**src/hdl/lsu_params.svh**
```systemverilog
// constants for the immediate-offset address generator and load/store sequencer
`ifndef LSU_PARAMS_SVH
`define LSU_PARAMS_SVH

`define IMM_LIMIT_PLAIN  12'hFFF
`define IMM_LIMIT_INDEX  12'h0FF
`define IMM_LIMIT_PAIR   12'h3FC
`define PAIR_STEP        32'h0000_0004
`define PC_INDEX         4'hF
`define ZERO_WORD        32'h0000_0000

`endif

```
**src/hdl/lsu_pkg.sv**
```systemverilog
// types shared by the load/store sequencer and its load extender
`default_nettype none
package lsu_pkg;
    typedef enum logic [1:0] {OP_ADR = 2'h0, OP_LOAD = 2'h1, OP_STORE = 2'h2} op_kind_t;
    typedef enum logic [1:0] {SZ_BYTE = 2'h0, SZ_HALF = 2'h1, SZ_WORD = 2'h2,
                              SZ_PAIR = 2'h3} size_t;
    typedef enum logic [1:0] {AM_OFFSET = 2'h0, AM_PRE = 2'h1, AM_POST = 2'h2} addr_mode_t;
    typedef enum logic [2:0] {ST_IDLE = 3'b001, ST_FIRST = 3'b010,
                              ST_SECOND = 3'b100} fsm_t;

    // one decoded instruction with its operand values
    typedef struct packed {
        op_kind_t   kind;
        size_t      size;
        logic       sign_ext;
        addr_mode_t mode;
        logic       cond_pass;
        logic       add_offset;
        logic [11:0] imm;
        logic [3:0] transfer_register;
        logic [3:0] second_transfer_register;
        logic [3:0] base_register;
        logic [31:0] base_val;
        logic [31:0] pc_val;
        logic [31:0] store_data;
        logic [31:0] store_data2;
    } instr_t;

    typedef struct packed {
        logic        valid;
        logic        write;
        size_t       size;
        logic [31:0] addr;
        logic [31:0] wdata;
    } mem_req_t;

    typedef struct packed {
        logic        en;
        logic [3:0]  idx;
        logic [31:0] data;
    } reg_wr_t;

    typedef struct packed {
        logic        en;
        logic [31:0] target;
    } branch_t;

    typedef struct packed {
        fsm_t        fsm;
        logic        ready;
        instr_t      ins;
        logic [31:0] addr;
        logic [31:0] wb_addr;
        mem_req_t    mem;
        reg_wr_t     tr_wr;
        reg_wr_t     base_wr;
        branch_t     branch;
        logic        done;
        logic        fault;
    } state_t;
endpackage
`default_nettype wire

```
**src/hdl/load_extend.sv**
```systemverilog
// widens a right-justified load value to a full word
`default_nettype none
module load_extend
    import lsu_pkg::*;
(
    input  wire size_t       size,     // transfer size
    input  wire logic        sign_ext, // sign rather than zero fill
    input  wire logic [31:0] raw,      // memory data, low lanes valid
    output logic      [31:0] ext       // widened value
);
    // -----------------------------------------------------------------
    // extension
    // -----------------------------------------------------------------
    // memory returns narrow data in the low lanes, so only the fill differs
    always_comb begin
        unique case (size)
            SZ_BYTE: ext = {{24{sign_ext & raw[7]}}, raw[7:0]};
            SZ_HALF: ext = {{16{sign_ext & raw[15]}}, raw[15:0]};
            default: ext = raw;
        endcase
    end
endmodule
`default_nettype wire

```
**src/hdl/lsu_seq.sv**
```systemverilog
// immediate-offset address generation and load/store sequencing
`include "lsu_params.svh"
`default_nettype none
module lsu_seq
    import lsu_pkg::*;
(
    input  wire logic        sys_clk,     // core clock
    input  wire logic        rst,         // synchronous reset, high
    input  wire logic        instr_valid, // decoded instruction offered
    input  wire instr_t      instr,       // decoded instruction
    output logic             instr_ready, // sequencer can take one
    output mem_req_t         mem_req,     // one-cycle memory request
    input  wire logic        mem_rvalid,  // memory answer for last request
    input  wire logic [31:0] mem_rdata,   // load data, right-justified
    output reg_wr_t          tr_wr,       // transfer register write
    output reg_wr_t          base_wr,     // base writeback
    output branch_t          branch,      // program counter redirect
    output logic             done,        // instruction retired
    output logic             fault,       // offset outside its range, or unaligned pair offset
    output logic             flags_we     // condition flag write, never set
);
    state_t      s_reg;
    state_t      s_next;
    state_t      rst_val;
    logic [31:0] ext_data;
    logic [31:0] calc_addr;
    logic [31:0] adr_sum;
    logic [11:0] imm_limit;
    logic        range_bad;
    logic        take;

    load_extend u_ext (
        .size     (s_reg.ins.size),
        .sign_ext (s_reg.ins.sign_ext),
        .raw      (mem_rdata),
        .ext      (ext_data)
    );

    // -----------------------------------------------------------------
    // address arithmetic
    // -----------------------------------------------------------------
    // both sums come straight from the offered instruction
    always_comb begin
        calc_addr = instr.add_offset ? instr.base_val + {20'h0, instr.imm}
                                     : instr.base_val - {20'h0, instr.imm};
        adr_sum   = instr.add_offset ? instr.pc_val + {20'h0, instr.imm}
                                     : instr.pc_val - {20'h0, instr.imm};
        take      = instr_valid & s_reg.ready;
    end

    // legal offset bounds differ by size, mode and direction
    always_comb begin
        if (instr.size == SZ_PAIR)
            imm_limit = `IMM_LIMIT_PAIR;
        else if (instr.mode == AM_OFFSET && instr.add_offset)
            imm_limit = `IMM_LIMIT_PLAIN;
        else
            imm_limit = `IMM_LIMIT_INDEX;
        range_bad = (instr.imm > imm_limit) |
                    ((instr.size == SZ_PAIR) & (instr.imm[1:0] != 2'h0));
    end

    // -----------------------------------------------------------------
    // sequencer
    // -----------------------------------------------------------------
    // output pulses clear every cycle; only the state fields persist
    always_comb begin
        s_next              = s_reg;
        s_next.mem.valid    = 1'b0;
        s_next.tr_wr.en     = 1'b0;
        s_next.base_wr.en   = 1'b0;
        s_next.branch.en    = 1'b0;
        s_next.done         = 1'b0;
        s_next.fault        = 1'b0;
        unique case (s_reg.fsm)
            ST_IDLE: begin
                if (take) begin
                    s_next.ins = instr;
                    if (!instr.cond_pass) begin
                        s_next.done = 1'b1;
                    end else if (instr.kind == OP_ADR) begin
                        s_next.tr_wr.en   = 1'b1;
                        s_next.tr_wr.idx  = instr.transfer_register;
                        s_next.tr_wr.data = adr_sum;
                        s_next.done       = 1'b1;
                    end else if (range_bad) begin
                        // a refused offset leaves memory and registers untouched
                        s_next.fault = 1'b1;
                        s_next.done  = 1'b1;
                    end else begin
                        s_next.addr      = (instr.mode == AM_POST) ? instr.base_val
                                                                   : calc_addr;
                        s_next.wb_addr   = calc_addr;
                        s_next.mem.valid = 1'b1;
                        s_next.mem.write = (instr.kind == OP_STORE);
                        s_next.mem.size  = (instr.size == SZ_PAIR) ? SZ_WORD : instr.size;
                        s_next.mem.addr  = (instr.mode == AM_POST) ? instr.base_val
                                                                   : calc_addr;
                        // narrow stores carry only their low lanes
                        unique case (instr.size)
                            SZ_BYTE: s_next.mem.wdata = {24'h0, instr.store_data[7:0]};
                            SZ_HALF: s_next.mem.wdata = {16'h0, instr.store_data[15:0]};
                            default: s_next.mem.wdata = instr.store_data;
                        endcase
                        s_next.ready = 1'b0;
                        s_next.fsm   = ST_FIRST;
                    end
                end
            end
            ST_FIRST: begin
                if (mem_rvalid) begin
                    if (s_reg.ins.kind == OP_LOAD) begin
                        // word load into pc redirects rather than writing the file
                        if (s_reg.ins.transfer_register == `PC_INDEX &&
                            s_reg.ins.size == SZ_WORD) begin
                            s_next.branch.en     = 1'b1;
                            s_next.branch.target = {mem_rdata[31:1], 1'b0};
                        end else begin
                            s_next.tr_wr.en   = 1'b1;
                            s_next.tr_wr.idx  = s_reg.ins.transfer_register;
                            s_next.tr_wr.data = ext_data;
                        end
                    end
                    if (s_reg.ins.size == SZ_PAIR) begin
                        s_next.mem.valid = 1'b1;
                        s_next.mem.addr  = s_reg.addr + `PAIR_STEP;
                        s_next.mem.wdata = s_reg.ins.store_data2;
                        s_next.fsm       = ST_SECOND;
                    end else begin
                        s_next.base_wr.en   = (s_reg.ins.mode != AM_OFFSET);
                        s_next.base_wr.idx  = s_reg.ins.base_register;
                        s_next.base_wr.data = s_reg.wb_addr;
                        s_next.done         = 1'b1;
                        s_next.ready        = 1'b1;
                        s_next.fsm          = ST_IDLE;
                    end
                end
            end
            ST_SECOND: begin
                if (mem_rvalid) begin
                    // pair targets are distinct, so both writes are safe in order
                    if (s_reg.ins.kind == OP_LOAD) begin
                        s_next.tr_wr.en   = 1'b1;
                        s_next.tr_wr.idx  = s_reg.ins.second_transfer_register;
                        s_next.tr_wr.data = mem_rdata;
                    end
                    s_next.base_wr.en   = (s_reg.ins.mode != AM_OFFSET);
                    s_next.base_wr.idx  = s_reg.ins.base_register;
                    s_next.base_wr.data = s_reg.wb_addr;
                    s_next.done         = 1'b1;
                    s_next.ready        = 1'b1;
                    s_next.fsm          = ST_IDLE;
                end
            end
        endcase
    end

    // reset image: idle and ready, every pulse and data field cleared
    always_comb begin
        rst_val       = '0;
        rst_val.fsm   = ST_IDLE;
        rst_val.ready = 1'b1;
    end

    // state register
    always_ff @(posedge sys_clk) begin
        if (rst) begin
            s_reg <= rst_val;
        end else begin
            s_reg <= s_next;
        end
    end

    // -----------------------------------------------------------------
    // outputs
    // -----------------------------------------------------------------
    always_comb begin
        instr_ready = s_reg.ready;
        mem_req     = s_reg.mem;
        tr_wr       = s_reg.tr_wr;
        base_wr     = s_reg.base_wr;
        branch      = s_reg.branch;
        done        = s_reg.done;
        fault       = s_reg.fault;
        flags_we    = 1'b0;
    end
endmodule
`default_nettype wire

```
**config.mk**
```make
export PLATFORM = sky130hd
export DESIGN_NAME = lsu_seq
export DESIGN_NICKNAME = d
export VERILOG_FILES = /design/src/hdl/lsu_pkg.sv /design/src/hdl/load_extend.sv /design/src/hdl/lsu_seq.sv
export VERILOG_INCLUDE_DIRS = /design/src /design/src/hdl
export SDC_FILE = /design/constraint.sdc
export NUM_CORES = 1
export LEC_CHECK = 0
export BUFFER_PORTS_ARGS = -buffer_cell sky130_fd_sc_hd__buf_2
export CORE_ASPECT_RATIO = 1.1
export CORE_MARGIN = 5
export CORE_UTILIZATION = 60
export CTS_CLUSTER_SIZE = 25
export DETAILED_ROUTE_END_ITERATION = 6
export PLACE_DENSITY_LB_ADDON = 0.2
export SYNTH_ARGS = -nofsm -noshare
export SYNTH_HDL_FRONTEND = slang
export SYNTH_SLANG_ARGS = --single-unit
```
**constraint.sdc**
```tcl
create_clock -name sys_clk -period 6.8 [get_ports sys_clk]
set_input_delay 0.34 -clock sys_clk [delete_from_list [all_inputs] [get_ports sys_clk]]
set_output_delay 0.34 -clock sys_clk [all_outputs]
set_load 0.05 [all_outputs]
```
* Word-level counts from Yosys, hierarchy flattened
Cells that the tools add are included.
** Storage, ports and cells
- Register bits after elaboration :: 405
- Input bits :: 197
- Output and inout bits :: 179
- Logic and storage cells :: 141
** Cells by class
- $add $sub $neg :: 5
- Magnitude comparators :: 1
- Equality and inequality tests :: 24
- Muxes and demuxes :: 45
- Bitwise operators :: 13
- Reductions and logical operators :: 20
** Operator list (number)
- 2-to-1 mux 334 bit :: 1
- 2-to-1 mux 132 bit :: 2
- 2-to-1 mux 37 bit :: 5
- 2-to-1 mux 172 bit :: 1
- 2-to-1 mux 169 bit :: 1
- case mux 32 bit (2 select lines) :: 2
- case mux 64 bit (2 select lines) :: 1
- case mux 37 bit (3 select lines) :: 1
- 2-to-1 mux 32 bit :: 3
- 2-to-1 mux 74 bit :: 1
- case mux 37 bit (2 select lines) :: 1
- 2-to-1 mux 33 bit :: 2
- adder 32 x 12 -> 32 bit :: 2
- 2-to-1 mux 64 bit :: 1
- subtractor 32 x 12 -> 32 bit :: 2
- adder 32 x 3 -> 32 bit, second input constant :: 1
- 2-to-1 mux 12 bit :: 2
- != test 2 bit, second input constant :: 12
- 2-to-1 mux 4 bit :: 5
- AND reduction 7 bit :: 2
- greater-than comparator 12 bit :: 1
- case mux 4 bit (3 select lines) :: 1
- == test 2 bit, second input constant :: 5
- 2-to-1 mux 1 bit :: 9
- 22 further kinds :: 44

* Longest topological paths before layout
- Depth in word-level cells :: 11
- Mapped depth :: 16
- Mapped depth without buffers :: 16

* By module
Synthesis repeated with hierarchy kept, for this count alone.
** Second synthesis, totals
- Cells, all modules :: 2246
- Area, all modules :: 17426.7 um^2
** Modules (own cells, without submodules)
- lsu_seq :: instances 1, cells each 2180, area an instance 17041.3 um^2, sequential area each 5905.7 um^2
- load_extend :: instances 1, cells each 66, area an instance 385.4 um^2, sequential area each 0.0 um^2

* Least setup slack after synthesis
No wires, ideal clock.
- Path type :: in2reg
- Start point :: input port instr[146] (netlist name)
- End point :: register s_reg (netlist bit mem_req[63])
- Library setup time :: 0.130 ns
- Data arrival time :: 4.148 ns
- Data required time :: 6.670 ns
- Path slack :: 2.522 ns
- Cell stages on the path :: 14
- Buffers on the path :: 0
- Cell sequence :: or4_4 -> nor4b_1 -> a21oi_1 -> ha_1 -> a21oi_2 -> o21ai_1 -> o41a_1 -> o21a_1 -> a21oi_2 -> o21ai_1 -> a2111oi_4 -> xor2_1 -> a221oi_2 -> nor3_2
** On the way
- Word-level cells in the longest chain between the ends :: 8
- Elaborated cells on any way between the ends :: 13
- Those cells by class :: add/sub: 2; order compare: 1; eq/ne: 1; mux: 7; bitwise: 1; reduce/logical: 1
** Ends and longest elaborated chain
- from (decl) :: RTL line lsu_seq.sv:10 : input wire instr_t instr,
- subtractor 32 x 12 -> 32 bit or adder 32 x 12 -> 32 bit (tied branches) :: RTL line lsu_seq.sv:45, lsu_seq.sv:44
- 2-to-1 mux 32 bit :: RTL line lsu_seq.sv:44 : calc_addr = instr.add_offset ? instr.base_val + {20'h0, instr.imm}
- 2-to-1 mux 32 bit :: RTL line lsu_seq.sv:97 : s_next.mem.addr = (instr.mode == AM_POST) ? instr.base_val
- 2-to-1 mux 132 bit :: RTL line lsu_seq.sv:86 : end else if (range_bad) begin
- 2-to-1 mux 132 bit :: RTL line lsu_seq.sv:81 : end else if (instr.kind == OP_ADR) begin
- 2-to-1 mux 169 bit :: RTL line lsu_seq.sv:79 : if (!instr.cond_pass) begin
- 2-to-1 mux 334 bit :: RTL line lsu_seq.sv:77 : if (take) begin
- case mux 64 bit (2 select lines) :: RTL line lsu_seq.sv:75 : unique case (s_reg.fsm)
- to (signal assigned) :: RTL line lsu_seq.sv:168 : s_reg <= rst_val;
- to (signal assigned) :: RTL line lsu_seq.sv:170 : s_reg <= s_next;
- to (decl) :: RTL line lsu_seq.sv:22 : state_t s_reg;
Several ways; a longest one is shown, not always the timed one. The select of a mux whose other input is x is not followed.
A chain may end at the register's enable or synchronous reset.

* Worst setup path after layout
Ends and elaborated chain as after synthesis.

==> reports/summary.json <==
{
  "cts.sink_count": {"value": 295},
  "globalRoute.totalOverflow": {"value": 0},
  "layout-area-overhead-vs-synth": {"value": 11.19, "unit": "%"},
  "final_layout_size_suffix_gt1_frac": {"value": 0.2177},
  "post_dp_hpwl": {"value": 42220, "unit": "um"},
  "setup_tns": {"value": 0, "unit": "ps"},
  "max_cap_violations": {"value": 0},
  "power.switching": {"value": 0.001469, "unit": "W"},
  "synth-edff-count": {"value": 0},
  "ys_warn_count": {"value": 0},
  "power.combinational.fraction": {"value": 0.237},
  "post_synth_main_area_contributors": {"value": "sky130_fd_sc_hd__dfxtp_1, sky130_fd_sc_hd__nand2_1, sky130_fd_sc_hd__buf_4"},
  "global_route.usage.total": {"value": 0.3325},
  "end_kind": {"value": "flop"},
  "buffer_ports.inserted": {"value": 373},
  "fin_crit_sh": {"value": 0.6880},
  "h-tree-depth": {"value": 1},
  "synth.top_cell.area_share": {"value": 0.3440},
  "ys.flop_type": {"value": "sky130_fd_sc_hd__dfxtp_1"},
  "avgSynthCellArea": {"value": 7.974, "unit": "um^2"},
  "cts_max_path_buffers": {"value": 3},
  "ys_top_cells_by_count": {"value": "sky130_fd_sc_hd__nand2_1, sky130_fd_sc_hd__dfxtp_1, sky130_fd_sc_hd__a21oi_1, sky130_fd_sc_hd__buf_4, sky130_fd_sc_hd__nor2_1"},
  "synthesis.instances": {"value": 2153},
  "worst-r2r-setup-slack": {"value": 2520, "unit": "ps"},
  "setup_viol_count_final": {"value": 0},
  "drcViolationCount": {"value": 2},
  "sequential_element_share_of_the_synthesized_area": {"value": 0.3440},
  "fp.coreArea": {"value": 28460, "unit": "um^2"},
  "tritoncts": {"value": "yes"},
  "power.sequential.fraction": {"value": 0.408},
  "routed_wl": {"value": 56730, "unit": "um"},
  "async_reset_ff_frac": {"value": 0},
  "grt_max_degree": {"value": 234},
  "hold_class": {"value": "input port to flop"},
  "required": {"value": 7220, "unit": "ps"},
  "instances_no_fill": {"value": 2696},
  "number_of_synthesized_register_bits": {"value": 295},
  "timing.critical_path.arrival": {"value": 5100, "unit": "ps"},
  "largest_reg_flops": {"value": 118},
  "flip_flop_and_latch_area": {"value": 5906, "unit": "um^2"},
  "critical_path.startpoint_type": {"value": "input port"},
  "final_max_slew_viol_count": {"value": 0},
  "worst-setup-path-type": {"value": "input port to flop"},
  "number_of_global_route_vias_before_repair": {"value": 15680},
  "cts-buffers-inserted": {"value": 30},
  "rows": {"value": 65},
  "layout_setup_ws": {"value": 2121, "unit": "ps"},
  "final_net_count": {"value": 2569},
  "total_area_of_multi_input_combinational_cells": {"value": 9383, "unit": "um^2"},
  "dieHeight": {"value": 187.4, "unit": "um"},
  "internal_power": {"value": 0.003080, "unit": "W"},
  "finClkSkew": {"value": 22.62, "unit": "ps"},
  "cell_area_after_synthesis": {"value": 17170, "unit": "um^2"},
  "starting_density": {"value": 0.6032},
  "synth_area_leader_cell": {"value": "sky130_fd_sc_hd__dfxtp_1"},
  "postCtsResizedCells": {"value": 0},
  "clk_transition_reported_paths": {"value": 60, "unit": "ps"},
  "place.gp.congestion": {"value": 0.9732},
  "hold_viol": {"value": 0},
  "maximum_operating_frequency": {"value": 213.7, "unit": "MHz"},
  "worst_path_maximum_fanout": {"value": 7},
  "timing.final.crit_period": {"value": 4679, "unit": "ps"},
  "first_iter_violations": {"value": 1398},
  "power_switching_share": {"value": 0.3229},
  "powerDensity": {"value": 238.3, "unit": "nW/um^2"},
  "worst_skew_pair.late_latency": {"value": 580, "unit": "ps"},
  "route.detailed.vias_per_inst": {"value": 6.054},
  "remaining_number_of_nets_flagged_by_the_antenna_check_after_routing": {"value": 0},
  "fillerInstances": {"value": 2446},
  "cts.root.buffer_cell": {"value": "sky130_fd_sc_hd__clkbuf_16"},
  "worst_vdd_drop": {"value": 0.2160, "unit": "mV"},
  "firstDrtPassIters": {"value": 7},
  "fp.dieW": {"value": 171.3, "unit": "um"},
  "grt_antenna_before_repair": {"value": 12},
  "p_clk_frac": {"value": 0.355},
  "dpl_worst_slack": {"value": 1642, "unit": "ps"},
  "route.detailed.wl_per_inst": {"value": 21.04, "unit": "um"},
  "grt_first_pass_wirelength": {"value": 86030, "unit": "um"},
  "dieArea": {"value": 32100, "unit": "um^2"},
  "ys_types": {"value": 91},
  "worst_slew_pin_slew": {"value": 1256, "unit": "ps"},
  "placed_cells_incl_taps": {"value": 2609},
  "setup_repair_after_global_routing_missed_its_margin": {"value": "false"},
  "failed_checks": {"value": "DRC"},
  "maxSlewHeadroom": {"value": 0.1602},
  "io_pins": {"value": 376},
  "synthMostInstantiatedCell": {"value": "sky130_fd_sc_hd__nand2_1"},
  "status": {"value": "finished, violations left"},
  "detailroute.via_count": {"value": 16320},
  "leakagePower": {"value": 8.159, "unit": "nW"}
}
## critical path, cell delays in order
cell and delay [ps]:
sky130_fd_sc_hd__buf_2 130, sky130_fd_sc_hd__or4_4 600, sky130_fd_sc_hd__nor4b_1 870, sky130_fd_sc_hd__a21oi_1 410, sky130_fd_sc_hd__ha_1 510, sky130_fd_sc_hd__nand2_1 130
sky130_fd_sc_hd__o21ai_1 100, sky130_fd_sc_hd__o41a_1 350, sky130_fd_sc_hd__o21a_1 200, sky130_fd_sc_hd__a21oi_2 310, sky130_fd_sc_hd__o21ai_1 220, sky130_fd_sc_hd__a2111oi_4 360
sky130_fd_sc_hd__xor2_1 160, sky130_fd_sc_hd__a221oi_2 330, sky130_fd_sc_hd__nor3_2 70
## per-stage QoR
step	hold WS (ps)	total power (W)	utilization	area, um^2
6_report	2.200	0.004548	0.6706	19090
5_1_grt	0.3101	0.004736	0.6706	19090
4_1_cts	0.5919	0.004543	0.6696	19060
3_5_place_dp	443.2	0.002931	0.6267	17840
3_3_place_gp	437.8	0.002925	0.6267	17840
2_1_floorplan	431.8	0.002649	-	17170
## cell families after synthesis
kind of cell               after synthesis  share of synthesized area
AOI/OAI and AO/OA                      596                     0.2362
muxes                                   30                    0.01778
adders and majority gates               73                    0.05407
xor gates and xnor gates                85                    0.04336
other                                    1                  0.0002184
DFF                                    295                     0.3440
and+or+nand+nor                        749                     0.1915
buffers and inverters                  324                     0.1129
## cell usage in the layout (no fill, tap or decap), types with 30 or more instances in the layout
cell type,count
sky130_fd_sc_hd__a221oi_1,50
sky130_fd_sc_hd__xor2_1,50
sky130_fd_sc_hd__nor2_1,167
sky130_fd_sc_hd__xnor2_1,35
sky130_fd_sc_hd__a21oi_1,248
sky130_fd_sc_hd__clkbuf_16,30
sky130_fd_sc_hd__nor3_1,56
sky130_fd_sc_hd__buf_2,372
sky130_fd_sc_hd__nand3_1,34
sky130_fd_sc_hd__a211oi_1,38
sky130_fd_sc_hd__o21ai_0,53
sky130_fd_sc_hd__nand2_1,388
sky130_fd_sc_hd__ha_1,71
sky130_fd_sc_hd__a21o_1,48
sky130_fd_sc_hd__dfxtp_1,295
sky130_fd_sc_hd__o21ai_1,30
## what timing repair did
action	CTS	global route
hold endpoints to repair	25	1
setup buffers	0	0
hold buffers	25	1
## final timing paths
kind | startpoint | cells past startpoint | to
setup / recovery | instr[146] | 15 | mem_req[63]$_SDFFE_PP0P_
hold / removal | instr[1] | 3 | s_reg[242]$_SDFFE_PP0P_
setup reg to reg | s_reg[403]$_SDFFE_PP1P_ | 9 | mem_req[52]$_SDFFE_PP0P_
hold reg to reg | s_reg[180]$_SDFFE_PP0P_ | 2 | base_wr[3]$_SDFFE_PP0P_
## power by group through the flow
stage	clock, W	sequential, W	combinational (W)
after floorplan	0	0.00188	0.000770
after global routing	0.00172	0.00186	0.00115
final	0.00162	0.00186	0.00108
after CTS	0.00163	0.00185	0.00106
after global placement	0	0.00189	0.00104
after detailed placement	0	0.00189	0.00104
## final cells by class
cell class                      count  share of cell area
Timing Repair Buffer              415              0.1188
Antenna cell                        8            0.001049
Multi-Input combinational cell   1535              0.4915
Inverter                           22            0.004326
Clock inverter                     10            0.005768
Tap cell                          368             0.02412
Sequential cell                   295              0.3094
Clock buffer                       43             0.04503
## routing by layer
layer,vias to the layer above,global-route usage,routed length (um)
met5,-,0,43
met4,8,0.1493,2915
met3,164,0.07525,5254
met2,813,0.5488,26820
met1,7620,0.4125,21690
li1,7716,-,-
Note: power is estimated with default switching activity, not from simulation.
